`config.mk`:
```
export PLATFORM = sky130hd
export DESIGN_NAME = pbco_override
export DESIGN_NICKNAME = d
export VERILOG_FILES = /design/src/rtl/pbco_pkg.sv /design/src/rtl/pbco_pin_cell.sv /design/src/rtl/pbco_tap_tracker.sv /design/src/rtl/pbco_override.sv
export VERILOG_INCLUDE_DIRS = /design/src /design/src/rtl
export SDC_FILE = /design/constraint.sdc
export NUM_CORES = 1
export LEC_CHECK = 0
export ABC_AREA = 0
export BUFFER_PORTS_ARGS = -buffer_cell sky130_fd_sc_hd__clkbuf_2
export CAP_MARGIN = 30
export CORE_MARGIN = 2
export CORE_UTILIZATION = 30
export DETAILED_ROUTE_END_ITERATION = 12
export PLACE_DENSITY_LB_ADDON = 0.3
export SLEW_MARGIN = 20
export SYNTH_ARGS = -nofsm -noshare
export SYNTH_HDL_FRONTEND = slang
export SYNTH_SLANG_ARGS = --single-unit
```
`constraint.sdc`:
```
create_clock -name clk -period 1.4 [get_ports clk]
set_input_delay 0.35 -clock clk [delete_from_list [all_inputs] [get_ports clk]]
set_output_delay 0.35 -clock clk [all_outputs]
set_load 0.03 [all_outputs]
```
`src/rtl/pbco_map.svh`:
```
// constants for the port b / port c alternate-function override block
// assumes ports are 8 bits wide and port c sits above port b in pin vectors
`ifndef PBCO_MAP_SVH
`define PBCO_MAP_SVH
// port b pin positions
`define PBCO_B_SCK 7
`define PBCO_B_MISO 6
`define PBCO_B_MOSI 5
`define PBCO_B_SS 4
`define PBCO_B_CMP 3
`define PBCO_B_EXTINT 2
`define PBCO_B_CNT1 1
`define PBCO_B_UCLK 0
// port c pin positions
`define PBCO_C_OSCOUT 7
`define PBCO_C_OSCIN 6
`define PBCO_C_TDI 5
`define PBCO_C_TDO 4
`define PBCO_C_TMS 3
`define PBCO_C_TCK 2
`define PBCO_C_SDA 1
// index of port c bit 0 in the joined pin vectors
`define PBCO_C_BASE 8
// reset values of the registered pin outputs
`define PBCO_ZERO_RST 8'h00
`define PBCO_C_PULL_RST 8'h2C
`endif

```
`src/rtl/pbco_pkg.sv`:
```
// types shared by the port b / port c override block
// assumes the constants header is included by each user
package pbco_pkg;
  // one 8-bit port
  typedef logic [7:0] pbco_byte_t;
  // tap controller states, tracked from the sampled test clock
  typedef enum {
    TAP_RESET, TAP_IDLE,
    TAP_SEL_DR, TAP_CAP_DR, TAP_SHIFT_DR, TAP_EX1_DR,
    TAP_PAUSE_DR, TAP_EX2_DR, TAP_UPD_DR,
    TAP_SEL_IR, TAP_CAP_IR, TAP_SHIFT_IR, TAP_EX1_IR,
    TAP_PAUSE_IR, TAP_EX2_IR, TAP_UPD_IR
  } pbco_tap_state_t;
endpackage

```
`src/rtl/pbco_pin_cell.sv`:
```
// one pin's override combiner: pull-up, driver, value and input enable
// assumes all inputs are synchronous levels; purely combinational
`timescale 1ns/10ps
`default_nettype none
module pbco_pin_cell (
  input wire logic portOut,
  input wire logic dirBit,
  input wire logic pullDisable,
  input wire logic sleepInputOff,
  input wire logic pullupOverrideEnable,
  input wire logic pullupOverrideValue,
  input wire logic directionOverrideEnable,
  input wire logic directionOverrideValue,
  input wire logic valueOverrideEnable,
  input wire logic valueOverrideValue,
  input wire logic inputEnableOverrideEnable,
  input wire logic inputEnableOverrideValue,
  output logic pullupOn,
  output logic driveOn,
  output logic driveVal,
  output logic inputOn
);
  // ordinary pull-up: input pin with output bit set, killed by global disable
  logic plainPull;
  assign plainPull = !dirBit && portOut && !pullDisable;
  // each override enable picks its value, else the ordinary port path
  assign pullupOn = pullupOverrideEnable ? pullupOverrideValue : plainPull;
  assign driveOn = directionOverrideEnable ? directionOverrideValue : dirBit;
  // value override only matters while the driver is on
  assign driveVal = valueOverrideEnable ? valueOverrideValue : portOut;
  // sleep gating applies unless overridden
  assign inputOn = inputEnableOverrideEnable ? inputEnableOverrideValue
                                             : !sleepInputOff;
endmodule
`default_nettype wire

```
`src/rtl/pbco_tap_tracker.sv`:
```
// follows the tap controller from sampled test clock and mode select
// assumes tck and tms are synchronous samples, far slower than clk
`timescale 1ns/10ps
`default_nettype none
module pbco_tap_tracker
  import pbco_pkg::*;
(
  input wire logic clk,
  input wire logic rst_b,
  input wire logic jtagOn,
  input wire logic tckIn,
  input wire logic tmsIn,
  output logic shiftActive
);
  logic tckPrev_reg; // last tck sample
  logic tckRise; // one-cycle rising edge of tck
  pbco_tap_state_t state_reg; // current tap state
  pbco_tap_state_t state_next; // state after this tck edge
  // edge detect on the sampled test clock
  always_ff @(posedge clk or negedge rst_b) begin
    if (!rst_b) begin
      // tck rests high on its pull-up, so no false rise follows reset
      tckPrev_reg <= 1'b1;
    end else begin
      tckPrev_reg <= tckIn;
    end
  end
  assign tckRise = tckIn && !tckPrev_reg;
  // tms steers the walk, one step per tck rise
  always_comb begin
    state_next = state_reg;
    case (state_reg)
      TAP_RESET: state_next = tmsIn ? TAP_RESET : TAP_IDLE;
      TAP_IDLE: state_next = tmsIn ? TAP_SEL_DR : TAP_IDLE;
      TAP_SEL_DR: state_next = tmsIn ? TAP_SEL_IR : TAP_CAP_DR;
      TAP_CAP_DR: state_next = tmsIn ? TAP_EX1_DR : TAP_SHIFT_DR;
      TAP_SHIFT_DR: state_next = tmsIn ? TAP_EX1_DR : TAP_SHIFT_DR;
      TAP_EX1_DR: state_next = tmsIn ? TAP_UPD_DR : TAP_PAUSE_DR;
      TAP_PAUSE_DR: state_next = tmsIn ? TAP_EX2_DR : TAP_PAUSE_DR;
      TAP_EX2_DR: state_next = tmsIn ? TAP_UPD_DR : TAP_SHIFT_DR;
      TAP_UPD_DR: state_next = tmsIn ? TAP_SEL_DR : TAP_IDLE;
      TAP_SEL_IR: state_next = tmsIn ? TAP_RESET : TAP_CAP_IR;
      TAP_CAP_IR: state_next = tmsIn ? TAP_EX1_IR : TAP_SHIFT_IR;
      TAP_SHIFT_IR: state_next = tmsIn ? TAP_EX1_IR : TAP_SHIFT_IR;
      TAP_EX1_IR: state_next = tmsIn ? TAP_UPD_IR : TAP_PAUSE_IR;
      TAP_PAUSE_IR: state_next = tmsIn ? TAP_EX2_IR : TAP_PAUSE_IR;
      TAP_EX2_IR: state_next = tmsIn ? TAP_UPD_IR : TAP_SHIFT_IR;
      TAP_UPD_IR: state_next = tmsIn ? TAP_SEL_DR : TAP_IDLE;
      default: state_next = TAP_RESET;
    endcase
  end
  // state register; held in reset while jtag is off
  always_ff @(posedge clk or negedge rst_b) begin
    if (!rst_b) begin
      state_reg <= TAP_RESET;
    end else if (!jtagOn) begin
      state_reg <= TAP_RESET;
    end else if (tckRise) begin
      state_reg <= state_next;
    end
  end
  // only the two shift states send data out
  assign shiftActive = (state_reg == TAP_SHIFT_DR) || (state_reg == TAP_SHIFT_IR);
endmodule
`default_nettype wire

```
`src/rtl/pbco_override.sv`:
```
// port b / port c alternate-function override, registered pin side
// assumes all peripheral and pin inputs are synchronous to clk
// How it works
// spi slave forces sck, mosi, ss inputs
// spi master leaves those directions to port
// miso input as master, port direction as slave
// forced spi inputs keep port pull-up control
// spi slave active only while ss low
// miso and mosi carry spi data both ways
// compare output drives bit 3 when direction set
// bit 3 also carries timer0 pwm output
// interrupt 2 enable forces bit 2 input on
// software keeps comparator pins input, no pull-up
// bit 0 direction picks usart clock direction
// usart clock only in synchronous mode
// bits 1 and 0 feed timer count sources
// jtag pull-ups stay on, even in reset
// async timer2 detaches port c bits 7,6
// jtag owns port c bits 5 to 2
// tdo driven only in shift states
// jtag steps on test clock edges
// two-wire enable makes bit 1 open-drain data
// two-wire data pull-up follows port bit
// global disable kills every ordinary pull-up
// value override replaces output bit when driving
// no override means ordinary port behaviour
`timescale 1ns/10ps
`default_nettype none
`include "pbco_map.svh"
module pbco_override
  import pbco_pkg::*;
(
  input wire logic clk,
  input wire logic rst_b,
  input wire pbco_byte_t outBitsB,
  input wire pbco_byte_t dirBitsB,
  input wire pbco_byte_t outBitsC,
  input wire pbco_byte_t dirBitsC,
  input wire logic globalPullupDisable,
  input wire logic sleepInputDisable,
  input wire logic spiEnableBit,
  input wire logic spiMasterSelect,
  input wire logic spiClockOut,
  input wire logic spiMasterOut,
  input wire logic spiSlaveOut,
  input wire logic timer0CompareEnable,
  input wire logic timer0CompareOutput,
  input wire logic extInterrupt2Enable,
  input wire logic usartModeSelect,
  input wire logic usartSyncClockOut,
  input wire logic timer2AsyncSelect,
  input wire logic jtagEnable,
  input wire logic jtagTdoData,
  input wire logic twoWireEnableBit,
  input wire logic twoWireDataPullLow,
  input wire pbco_byte_t pinInB,
  input wire pbco_byte_t pinInC,
  output pbco_byte_t pinOutB,
  output pbco_byte_t pinOeB,
  output pbco_byte_t pinPullupB,
  output pbco_byte_t pinOutC,
  output pbco_byte_t pinOeC,
  output pbco_byte_t pinPullupC,
  output pbco_byte_t portInB,
  output pbco_byte_t portInC,
  output logic spiClockIn,
  output logic spiMasterIn,
  output logic spiSlaveIn,
  output logic spiSlaveActive,
  output logic extInterrupt2Input,
  output logic comparatorPositiveInput,
  output logic comparatorNegativeInput,
  output logic timer0CountSource,
  output logic timer1CountSource,
  output logic usartSyncClockIn,
  output logic jtagTdiIn,
  output logic jtagTmsIn,
  output logic jtagTckIn,
  output logic tdoShiftActive,
  output logic twoWireDataIn
);
  // joined vectors: port b in bits 7..0, port c in bits 15..8
  logic [15:0] pullSel; // pull-up override enables
  logic [15:0] pullVal; // pull-up override values
  logic [15:0] dirSel; // direction override enables
  logic [15:0] dirVal; // direction override values
  logic [15:0] outSel; // value override enables
  logic [15:0] outVal; // value override values
  logic [15:0] inSel; // input enable override enables
  logic [15:0] inVal; // input enable override values
  logic [15:0] outJoin; // port output bits
  logic [15:0] dirJoin; // port direction bits
  logic [15:0] pinJoin; // raw pin levels
  logic [15:0] pullNext; // combined pull-up per pin
  logic [15:0] driveNext; // combined driver enable
  logic [15:0] valNext; // combined output value
  logic [15:0] inOnNext; // combined digital input enable
  logic [15:0] digIn; // gated digital input
  logic spiSlave; // spi on as slave
  logic spiMaster; // spi on as master
  logic tapShift; // tap in a shift state
  logic pullOffB; // port b pull-up term, global disable folded in

  assign outJoin = {outBitsC, outBitsB};
  assign dirJoin = {dirBitsC, dirBitsB};
  assign pinJoin = {pinInC, pinInB};
  assign spiSlave = spiEnableBit && !spiMasterSelect;
  assign spiMaster = spiEnableBit && spiMasterSelect;
  assign pullOffB = globalPullupDisable;

  // tap tracker for the tdo driver
  pbco_tap_tracker uTap (
    .clk(clk),
    .rst_b(rst_b),
    .jtagOn(jtagEnable),
    .tckIn(pinInC[`PBCO_C_TCK]),
    .tmsIn(pinInC[`PBCO_C_TMS]),
    .shiftActive(tapShift)
  );

  // override table for port b and port c
  always_comb begin
    pullSel = '0;
    pullVal = '0;
    dirSel = '0;
    dirVal = '0;
    outSel = '0;
    outVal = '0;
    inSel = '0;
    inVal = '0;
    // sck: slave forces input, master drives clock value
    pullSel[`PBCO_B_SCK] = spiSlave;
    pullVal[`PBCO_B_SCK] = outBitsB[`PBCO_B_SCK] && !pullOffB;
    dirSel[`PBCO_B_SCK] = spiSlave;
    outSel[`PBCO_B_SCK] = spiMaster;
    outVal[`PBCO_B_SCK] = spiClockOut;
    // miso: master forces input, slave drives its serial output
    pullSel[`PBCO_B_MISO] = spiMaster;
    pullVal[`PBCO_B_MISO] = outBitsB[`PBCO_B_MISO] && !pullOffB;
    dirSel[`PBCO_B_MISO] = spiMaster;
    outSel[`PBCO_B_MISO] = spiSlave;
    outVal[`PBCO_B_MISO] = spiSlaveOut;
    // mosi: slave forces input, master drives its serial output
    pullSel[`PBCO_B_MOSI] = spiSlave;
    pullVal[`PBCO_B_MOSI] = outBitsB[`PBCO_B_MOSI] && !pullOffB;
    dirSel[`PBCO_B_MOSI] = spiSlave;
    outSel[`PBCO_B_MOSI] = spiMaster;
    outVal[`PBCO_B_MOSI] = spiMasterOut;
    // ss: slave forces input, never driven by the spi
    pullSel[`PBCO_B_SS] = spiSlave;
    pullVal[`PBCO_B_SS] = outBitsB[`PBCO_B_SS] && !pullOffB;
    dirSel[`PBCO_B_SS] = spiSlave;
    // compare/pwm output: direction stays the port's, so dir bit gates it
    outSel[`PBCO_B_CMP] = timer0CompareEnable;
    outVal[`PBCO_B_CMP] = timer0CompareOutput;
    // interrupt 2 keeps its input alive through sleep
    inSel[`PBCO_B_EXTINT] = extInterrupt2Enable;
    inVal[`PBCO_B_EXTINT] = 1'b1;
    // usart clock value only in synchronous mode; dir bit picks direction
    outSel[`PBCO_B_UCLK] = usartModeSelect;
    outVal[`PBCO_B_UCLK] = usartSyncClockOut;
    // port c: oscillator pins detached under async timer2
    pullSel[`PBCO_C_BASE+`PBCO_C_OSCOUT] = timer2AsyncSelect;
    dirSel[`PBCO_C_BASE+`PBCO_C_OSCOUT] = timer2AsyncSelect;
    inSel[`PBCO_C_BASE+`PBCO_C_OSCOUT] = timer2AsyncSelect;
    pullSel[`PBCO_C_BASE+`PBCO_C_OSCIN] = timer2AsyncSelect;
    dirSel[`PBCO_C_BASE+`PBCO_C_OSCIN] = timer2AsyncSelect;
    inSel[`PBCO_C_BASE+`PBCO_C_OSCIN] = timer2AsyncSelect;
    // tdi, tms, tck: inputs with pull-up held on
    pullSel[`PBCO_C_BASE+`PBCO_C_TDI] = jtagEnable;
    pullVal[`PBCO_C_BASE+`PBCO_C_TDI] = 1'b1;
    dirSel[`PBCO_C_BASE+`PBCO_C_TDI] = jtagEnable;
    inSel[`PBCO_C_BASE+`PBCO_C_TDI] = jtagEnable;
    pullSel[`PBCO_C_BASE+`PBCO_C_TMS] = jtagEnable;
    pullVal[`PBCO_C_BASE+`PBCO_C_TMS] = 1'b1;
    dirSel[`PBCO_C_BASE+`PBCO_C_TMS] = jtagEnable;
    inSel[`PBCO_C_BASE+`PBCO_C_TMS] = jtagEnable;
    pullSel[`PBCO_C_BASE+`PBCO_C_TCK] = jtagEnable;
    pullVal[`PBCO_C_BASE+`PBCO_C_TCK] = 1'b1;
    dirSel[`PBCO_C_BASE+`PBCO_C_TCK] = jtagEnable;
    inSel[`PBCO_C_BASE+`PBCO_C_TCK] = jtagEnable;
    // tdo: driven only while shifting
    pullSel[`PBCO_C_BASE+`PBCO_C_TDO] = jtagEnable;
    dirSel[`PBCO_C_BASE+`PBCO_C_TDO] = jtagEnable;
    dirVal[`PBCO_C_BASE+`PBCO_C_TDO] = tapShift;
    outSel[`PBCO_C_BASE+`PBCO_C_TDO] = jtagEnable;
    outVal[`PBCO_C_BASE+`PBCO_C_TDO] = jtagTdoData;
    inSel[`PBCO_C_BASE+`PBCO_C_TDO] = jtagEnable;
    // sda: open drain, only ever drives low, pull-up stays the port's
    pullSel[`PBCO_C_BASE+`PBCO_C_SDA] = twoWireEnableBit;
    pullVal[`PBCO_C_BASE+`PBCO_C_SDA] = outBitsC[`PBCO_C_SDA] && !pullOffB;
    dirSel[`PBCO_C_BASE+`PBCO_C_SDA] = twoWireEnableBit;
    dirVal[`PBCO_C_BASE+`PBCO_C_SDA] = twoWireDataPullLow;
    outSel[`PBCO_C_BASE+`PBCO_C_SDA] = twoWireEnableBit;
  end

  // one combiner per pin
  for (genvar i = 0; i < 16; i++) begin : gPin
    pbco_pin_cell uCell (
      .portOut(outJoin[i]),
      .dirBit(dirJoin[i]),
      .pullDisable(globalPullupDisable),
      .sleepInputOff(sleepInputDisable),
      .pullupOverrideEnable(pullSel[i]),
      .pullupOverrideValue(pullVal[i]),
      .directionOverrideEnable(dirSel[i]),
      .directionOverrideValue(dirVal[i]),
      .valueOverrideEnable(outSel[i]),
      .valueOverrideValue(outVal[i]),
      .inputEnableOverrideEnable(inSel[i]),
      .inputEnableOverrideValue(inVal[i]),
      .pullupOn(pullNext[i]),
      .driveOn(driveNext[i]),
      .driveVal(valNext[i]),
      .inputOn(inOnNext[i])
    );
  end

  // digital input path, gated by the combined input enable
  assign digIn = pinJoin & inOnNext;

  // pin drivers and pull-ups, one register stage to the pads
  always_ff @(posedge clk or negedge rst_b) begin
    if (!rst_b) begin
      pinOutB <= `PBCO_ZERO_RST;
      pinOeB <= `PBCO_ZERO_RST;
      pinPullupB <= `PBCO_ZERO_RST;
      pinOutC <= `PBCO_ZERO_RST;
      pinOeC <= `PBCO_ZERO_RST;
      // jtag pull-ups are held on through reset; the fuse cannot be sampled here
      pinPullupC <= `PBCO_C_PULL_RST;
    end else begin
      pinOutB <= valNext[7:0];
      pinOeB <= driveNext[7:0];
      pinPullupB <= pullNext[7:0];
      pinOutC <= valNext[15:8];
      pinOeC <= driveNext[15:8];
      pinPullupC <= pullNext[15:8];
    end
  end

  // port read-back of the gated input levels
  always_ff @(posedge clk or negedge rst_b) begin
    if (!rst_b) begin
      portInB <= `PBCO_ZERO_RST;
      portInC <= `PBCO_ZERO_RST;
    end else begin
      portInB <= digIn[7:0];
      portInC <= digIn[15:8];
    end
  end

  // spi inputs; ss is the raw level so sleep gating cannot fake a select
  always_ff @(posedge clk or negedge rst_b) begin
    if (!rst_b) begin
      spiClockIn <= 1'b0;
      spiMasterIn <= 1'b0;
      spiSlaveIn <= 1'b0;
      spiSlaveActive <= 1'b0;
    end else begin
      spiClockIn <= digIn[`PBCO_B_SCK];
      spiMasterIn <= digIn[`PBCO_B_MISO];
      spiSlaveIn <= digIn[`PBCO_B_MOSI];
      spiSlaveActive <= spiSlave && !pinInB[`PBCO_B_SS];
    end
  end

  // timer, interrupt, usart and comparator inputs
  // comparator sees the raw pad; keeping it quiet is software's job
  always_ff @(posedge clk or negedge rst_b) begin
    if (!rst_b) begin
      extInterrupt2Input <= 1'b0;
      comparatorPositiveInput <= 1'b0;
      comparatorNegativeInput <= 1'b0;
      timer0CountSource <= 1'b0;
      timer1CountSource <= 1'b0;
      usartSyncClockIn <= 1'b0;
    end else begin
      extInterrupt2Input <= digIn[`PBCO_B_EXTINT];
      comparatorPositiveInput <= pinInB[`PBCO_B_EXTINT];
      comparatorNegativeInput <= pinInB[`PBCO_B_CMP];
      timer0CountSource <= digIn[`PBCO_B_UCLK];
      timer1CountSource <= digIn[`PBCO_B_CNT1];
      usartSyncClockIn <= digIn[`PBCO_B_UCLK];
    end
  end

  // jtag and two-wire inputs; jtag pins bypass the input gating on purpose
  always_ff @(posedge clk or negedge rst_b) begin
    if (!rst_b) begin
      jtagTdiIn <= 1'b0;
      jtagTmsIn <= 1'b0;
      jtagTckIn <= 1'b0;
      tdoShiftActive <= 1'b0;
      twoWireDataIn <= 1'b0;
    end else begin
      jtagTdiIn <= jtagEnable && pinInC[`PBCO_C_TDI];
      jtagTmsIn <= jtagEnable && pinInC[`PBCO_C_TMS];
      jtagTckIn <= jtagEnable && pinInC[`PBCO_C_TCK];
      tdoShiftActive <= tapShift;
      twoWireDataIn <= twoWireEnableBit && digIn[`PBCO_C_BASE+`PBCO_C_SDA];
    end
  end
endmodule
`default_nettype wire

```
==> results.json, run 1 <==
{
  "clockBufferDepth": 2,
  "viasPerCell": 4.417,
  "cts_made_buffers": 9,
  "ys_seq_area_share_pct": 71.35,
  "core_area_sq_um": 8721,
  "fin_cells": 456,
  "syn_to_final_growth_pct": 38.03,
  "period_needed_ps": 1348,
  "drt_wl_total_microns": 6267,
  "rsz0062_at_grt": "no",
  "grt-ovfl-total": 0,
  "synthArstFlopShare_pct": 100.0,
  "die_w_microns": 99,
  "slew_violations": 0,
  "post_route_cells_drive_above_1_share_pct": 51.44,
  "power_mw": 4.609,
  "synthTopCellsByCount": "dfrtp_1, nor2b_1, nor3b_1, and2_1",
  "drtAntennaViolNets": 0,
  "start_util_pct": 31.05,
  "cp.required_ps": 1050,
  "die_area_sq_um": 9801,
  "pre_cts_slack_ps": 132.7,
  "reg2reg_depth": 3,
  "timing.rr.start": "uTap.state_reg[3]",
  "portBuffers": 145,
  "first_iter_violations": 73,
  "r2r_slack_ps": 200,
  "status": "completed",
  "grt.total_usage_pct": 13.04,
  "skew_ps": 10.06,
  "ys.flop_type": "dfrtp_1",
  "grt_pass1_vias": 2030,
  "final_util_pct": 42.86,
  "crit_path_max_fanout": 1,
  "synth_warnings": 0,
  "cts.hold.buffers_added": 0,
  "max_freq_mhz": 741.8,
  "start_kind": "flip-flop",
  "yosys.area.top_type_share_pct": 67.47,
  "setup_violations": 0,
  "syn_area_sq_um": 2708,
  "cp-end-kind": "output pin",
  "num_rows": 34,
  "placed_area_sq_um": 3535,
  "diodes": 0,
  "setup_tns_ps": 0,
  "syn_nets": 264,
  "post-route-drc-count": 0,
  "critPathKind": "reg -> out",
  "irDropWorstVdd_v": 0.0006556,
  "vias": 2014,
  "nNetsFinal": 410,
  "hp-class": "in -> async",
  "cellLeakagePower_nw": 1.944,
  "syn_avg_cell_area_sq_um": 13.74,
  "yosysMostFrequentCell": "dfrtp_1",
  "gp_congestion": 0.7896,
  "hpwl_microns": 4648,
  "yosysTopAreaCell": "dfrtp_1",
  "hold_viol": 0,
  "antenna_found_initial": 0,
  "grt_max_degree": 78,
  "grt_first_pass_wirelength_microns": 9887,
  "fin_crit_sh_pct": 96.30,
  "tightest_slew_ps": 454.5,
  "synthesis.instances": 197,
  "post_cts_buffers": 0,
  "max_stage_delay_ps": 520,
  "slowest_stage": "dfstp_2",
  "path_cells": "buf_4",
  "slew_headroom_pct": 69.70,
  "arrival_ps": 1000,
  "final_cell_area_sq_um": 3737,
  "clk_pin_slew_ps": 80,
  "crit_cells": 1,
  "ys_types": 34,
  "regToRegEndpoint": "pinOeC[4]",
  "drv_cap": 0,
  "path_buf_inv": 1,
  "fin_ws_ps": 51.87,
  "insertion_delay_ps": 340,
  "ioPinCount": 146,
  "drt-pass1-iter-count": 4,
  "die_h_microns": 99,
  "path_delay_family": "flip-flops",
  "cts.sinks": 77,
  "root_buffer": "clkbuf_8",
  "placed_cells": 440,
  "cts_tree": "done",
  "wl_per_cell_microns": 13.74,
  "htree_levels": 3,
  "p_per_area_nw_per_um2": 1233,
  "yosys_register_bits": 77,
  "synth_area_leaders": "dfrtp_1, nor2b_1, dfstp_2",
  "whs_ps": 16.02,
  "synth_edf_count": 0
}
-- report_power, final --
group	switching (mW)	internal (mW)	total [mW]
registers	0.0347	2.34	2.37
clock network	0.828	0.701	1.53
logic	0.468	0.239	0.706
-- area by class of cell --
cell class              count  area (sq um)
multi-input cells          99         659.4
clock buffers              10         137.6
flip-flops and latches     77          1932
inverters                   4         15.01
repair buffers            152         812.0
clock inverters             6         46.29
well taps                 108         135.1
fillers                   832          4984
-- layout by cell type (no fill, tap or decap), types with 3 or more instances in the layout --
cell type,instances
o21ai_0,4
inv_1,4
buf_4,8
nand2_1,8
clkbuf_2,141
dfrtp_1,73
and2_1,10
clkbuf_8,10
nor3b_1,13
o221ai_1,3
a31oi_1,3
dfstp_2,4
nor2b_1,21
nand2b_1,4
nor2_1,8
mux2_2,6
nor4b_1,3
-- worst register-to-register path, cell delays in order (launching register included) --
cell     delay [ps]
dfrtp_1         390
or4b_1          530
o21ai_2          90
mux2_1          140
-- kinds of logic after synthesis --
family | synth area share (%)
AOI/OAI and AO/OA | 5.176
xor gates and xnor gates | 0.3235
buffers and inverters | 4.297
DFF | 71.35
muxes | 2.911
and+or+nand+nor | 15.94
-- worst max path at each step --
stage                           start                end  slack (ps)
global route            pinPullupC[2]      pinPullupC[2]           1
floorplan           uTap.state_reg[3]          pinOeC[4]         250
CTS                     pinPullupC[2]      pinPullupC[2]        0.02
finish                  pinPullupC[2]      pinPullupC[2]          50
global placement            pinInC[2]  uTap.state_reg[3]         190
detailed placement          pinInC[2]  uTap.state_reg[3]         130
-- routing by layer --
metal	up-vias	global-route usage, %	routed length (microns)	share of wire [%]
met1	974	15.96	2573	41
met3	9	4.184	463	7.4
met2	89	20.63	3077	49
met4	0	6.744	153	2.4
met5	-	0	0	0
li1	942	-	-	-
-- timing repair --
item / in CTS / in global routing
resized for setup: 4 / 4
setup endpoints to repair: 3 / 3
gates cloned: 0 / 0
No activity file was read; power rests on OpenSTA's default activity.
==> inputs of run 2 (changes only) <==
Settings changed: PLACE_DENSITY_LB_ADDON 0.3 to 0.1.
==> results.json, run 2 (synthesis gave the netlist of run 1 again) <==
{
  "status": "completed",
  "clk_pin_slew_ps": 90,
  "grt.total_usage_pct": 14.00,
  "final_common_cell": "clkbuf_2",
  "timing.rr.start": "uTap.state_reg[1]",
  "vias": 1999,
  "grt_first_pass_wirelength_microns": 10580,
  "period_needed_ps": 1358,
  "cts.sinks": 77,
  "start_util_pct": 31.05,
  "tightest_slew_ps": 410.0,
  "rsz0062_at_grt": "yes",
  "power_frac_comb_pct": 13.9,
  "slew_violations": 0,
  "num_rows": 34,
  "drtAntennaViolNets": 0,
  "max_freq_mhz": 736.6,
  "final_cell_area_sq_um": 3817,
  "seq_area_sq_um": 1932,
  "grt-ovfl-total": 0,
  "grt_use_met3_pct": 5.035,
  "path_buf_inv": 1,
  "slowest_stage": "dfstp_2",
  "die_area_sq_um": 9801,
  "n_fill_cell": 836,
  "post_route_cells_drive_above_1_share_pct": 51.58,
  "multiInputGateArea_sq_um": 659.4,
  "grt_max_degree": 78,
  "path_delay_family": "flip-flops",
  "reg2reg_depth": 3,
  "max_stage_delay_ps": 550,
  "grt_pass1_vias": 2032,
  "clockBufferDepth": 2,
  "met1_usage_pct": 16.56,
  "insertion_delay_ps": 330,
  "r2r_slack_ps": 170,
  "seqPwrFrac_pct": 46.3,
  "setup_violations": 0,
  "skew_ps": 1.692,
  "arrival_ps": 1010,
  "critPathKind": "reg -> out",
  "die_w_microns": 99,
  "crit_path_max_fanout": 1,
  "hold_viol": 0,
  "power.share.clock_pct": 39.8,
  "p_int_mw": 3.780,
  "portBuffers": 145,
  "drt-pass1-iter-count": 4,
  "nNetsFinal": 411,
  "cellLeakagePower_nw": 1.989,
  "hp-class": "in -> async",
  "cp-end-kind": "output pin",
  "cts_made_buffers": 9,
  "gp_congestion": 0.7519,
  "wl_per_cell_microns": 14.57,
  "top_usage_layer": "met2",
  "ioPinCount": 146,
  "die_h_microns": 99,
  "core_area_sq_um": 8721,
  "syn_to_final_growth_pct": 40.99,
  "antenna_found_initial": 0,
  "irDropWorstVdd_v": 0.0004876,
  "regToRegEndpoint": "pinOeC[4]",
  "start_kind": "flip-flop",
  "layout_common_cells": "clkbuf_2, dfrtp_1, nor2b_1, nor3b_1, and2_1",
  "switching_share_pct": 26.29,
  "grt_use_met2_pct": 22.82,
  "viasPerCell": 4.374,
  "htree_levels": 3,
  "p_sw_mw": 1.348,
  "placed_area_sq_um": 3542,
  "setup_tns_ps": 0,
  "post-route-drc-count": 0,
  "hpwl_microns": 4990,
  "slew_headroom_pct": 72.67,
  "cts.hold.buffers_added": 0,
  "fin_crit_sh_pct": 96.97,
  "root_buffer": "clkbuf_8",
  "diodes": 0,
  "cp.required_ps": 1050,
  "cts_tree": "done",
  "drt_wl_total_microns": 6657,
  "first_iter_violations": 36,
  "path_cells": "buf_8",
  "p_per_area_nw_per_um2": 1343,
  "drv_cap": 0
}
[run 2: cell types whose count changed in the layout (fill, tap and decap cells not counted)]
cell,before,now
bufinv_16,0,3
clkinvlp_4,2,0
inv_6,1,2
clkbuf_8,10,9
buf_8,1,3
buf_6,1,0
clkinv_4,2,1
[run 2: metrics by stage]
step,hold WS (ps),power [mW],instances,utilization [%],setup slack [ps]
after floorplan,54.41,2.823,197,-,254.1
after global placement,407.1,3.128,441,40.62,208.7
after detailed placement,405.0,3.135,441,40.62,170.6
after CTS,6.555,5.219,457,43.73,-1.683
after global routing,11.06,5.386,457,43.77,-4.775
final,0.2254,5.128,457,43.77,42.40
[run 2: repair_timing]
item                                    CTS  global route
endpoints found under the setup margin    3             3
buffers inserted                          0             0
resized for setup                         6             3
[run 2: layer usage]
layer	wire [microns]	up-vias	share of wire (%)
met5	0	-	0
met1	2688	969	40
li1	-	945	-
met2	3340	78	50
met4	80	0	1.2
met3	547	7	8.2
[run 2: worst max-delay path by stage]
stage	from	endpoint	slack, ps	cells after the start
after floorplan	uTap.state_reg[3]	pinOeC[4]	250	3
after global placement	uTap.state_reg[1]	pinOeC[4]	210	3
after detailed placement	uTap.state_reg[1]	pinOeC[4]	170	3
after CTS	pinPullupC[2]	pinPullupC[2]	-2	1
after global routing	pinPullupC[3]	pinPullupC[3]	-5	1
final	pinPullupC[2]	pinPullupC[2]	40	1
[run 2: cell type report]
cell class                 count  share of cell area, %
sequential                    77                  50.61
timing repair buffer         153                  21.76
multi-input combinational     99                  17.27
tap                          108                  3.540
clock buffer                   9                  3.245
clock inverter                 7                  3.179
inverter                       4                 0.3933
[run 2: power groups by stage]
stage	Sequential (mW)	Combinational, mW	Clock (mW)
5_1_grt	2.39	0.769	2.23
2_1_floorplan	2.64	0.180	0
6_report	2.38	0.711	2.04
3_3_place_gp	2.42	0.710	0
4_1_cts	2.38	0.724	2.12
3_5_place_dp	2.42	0.715	0
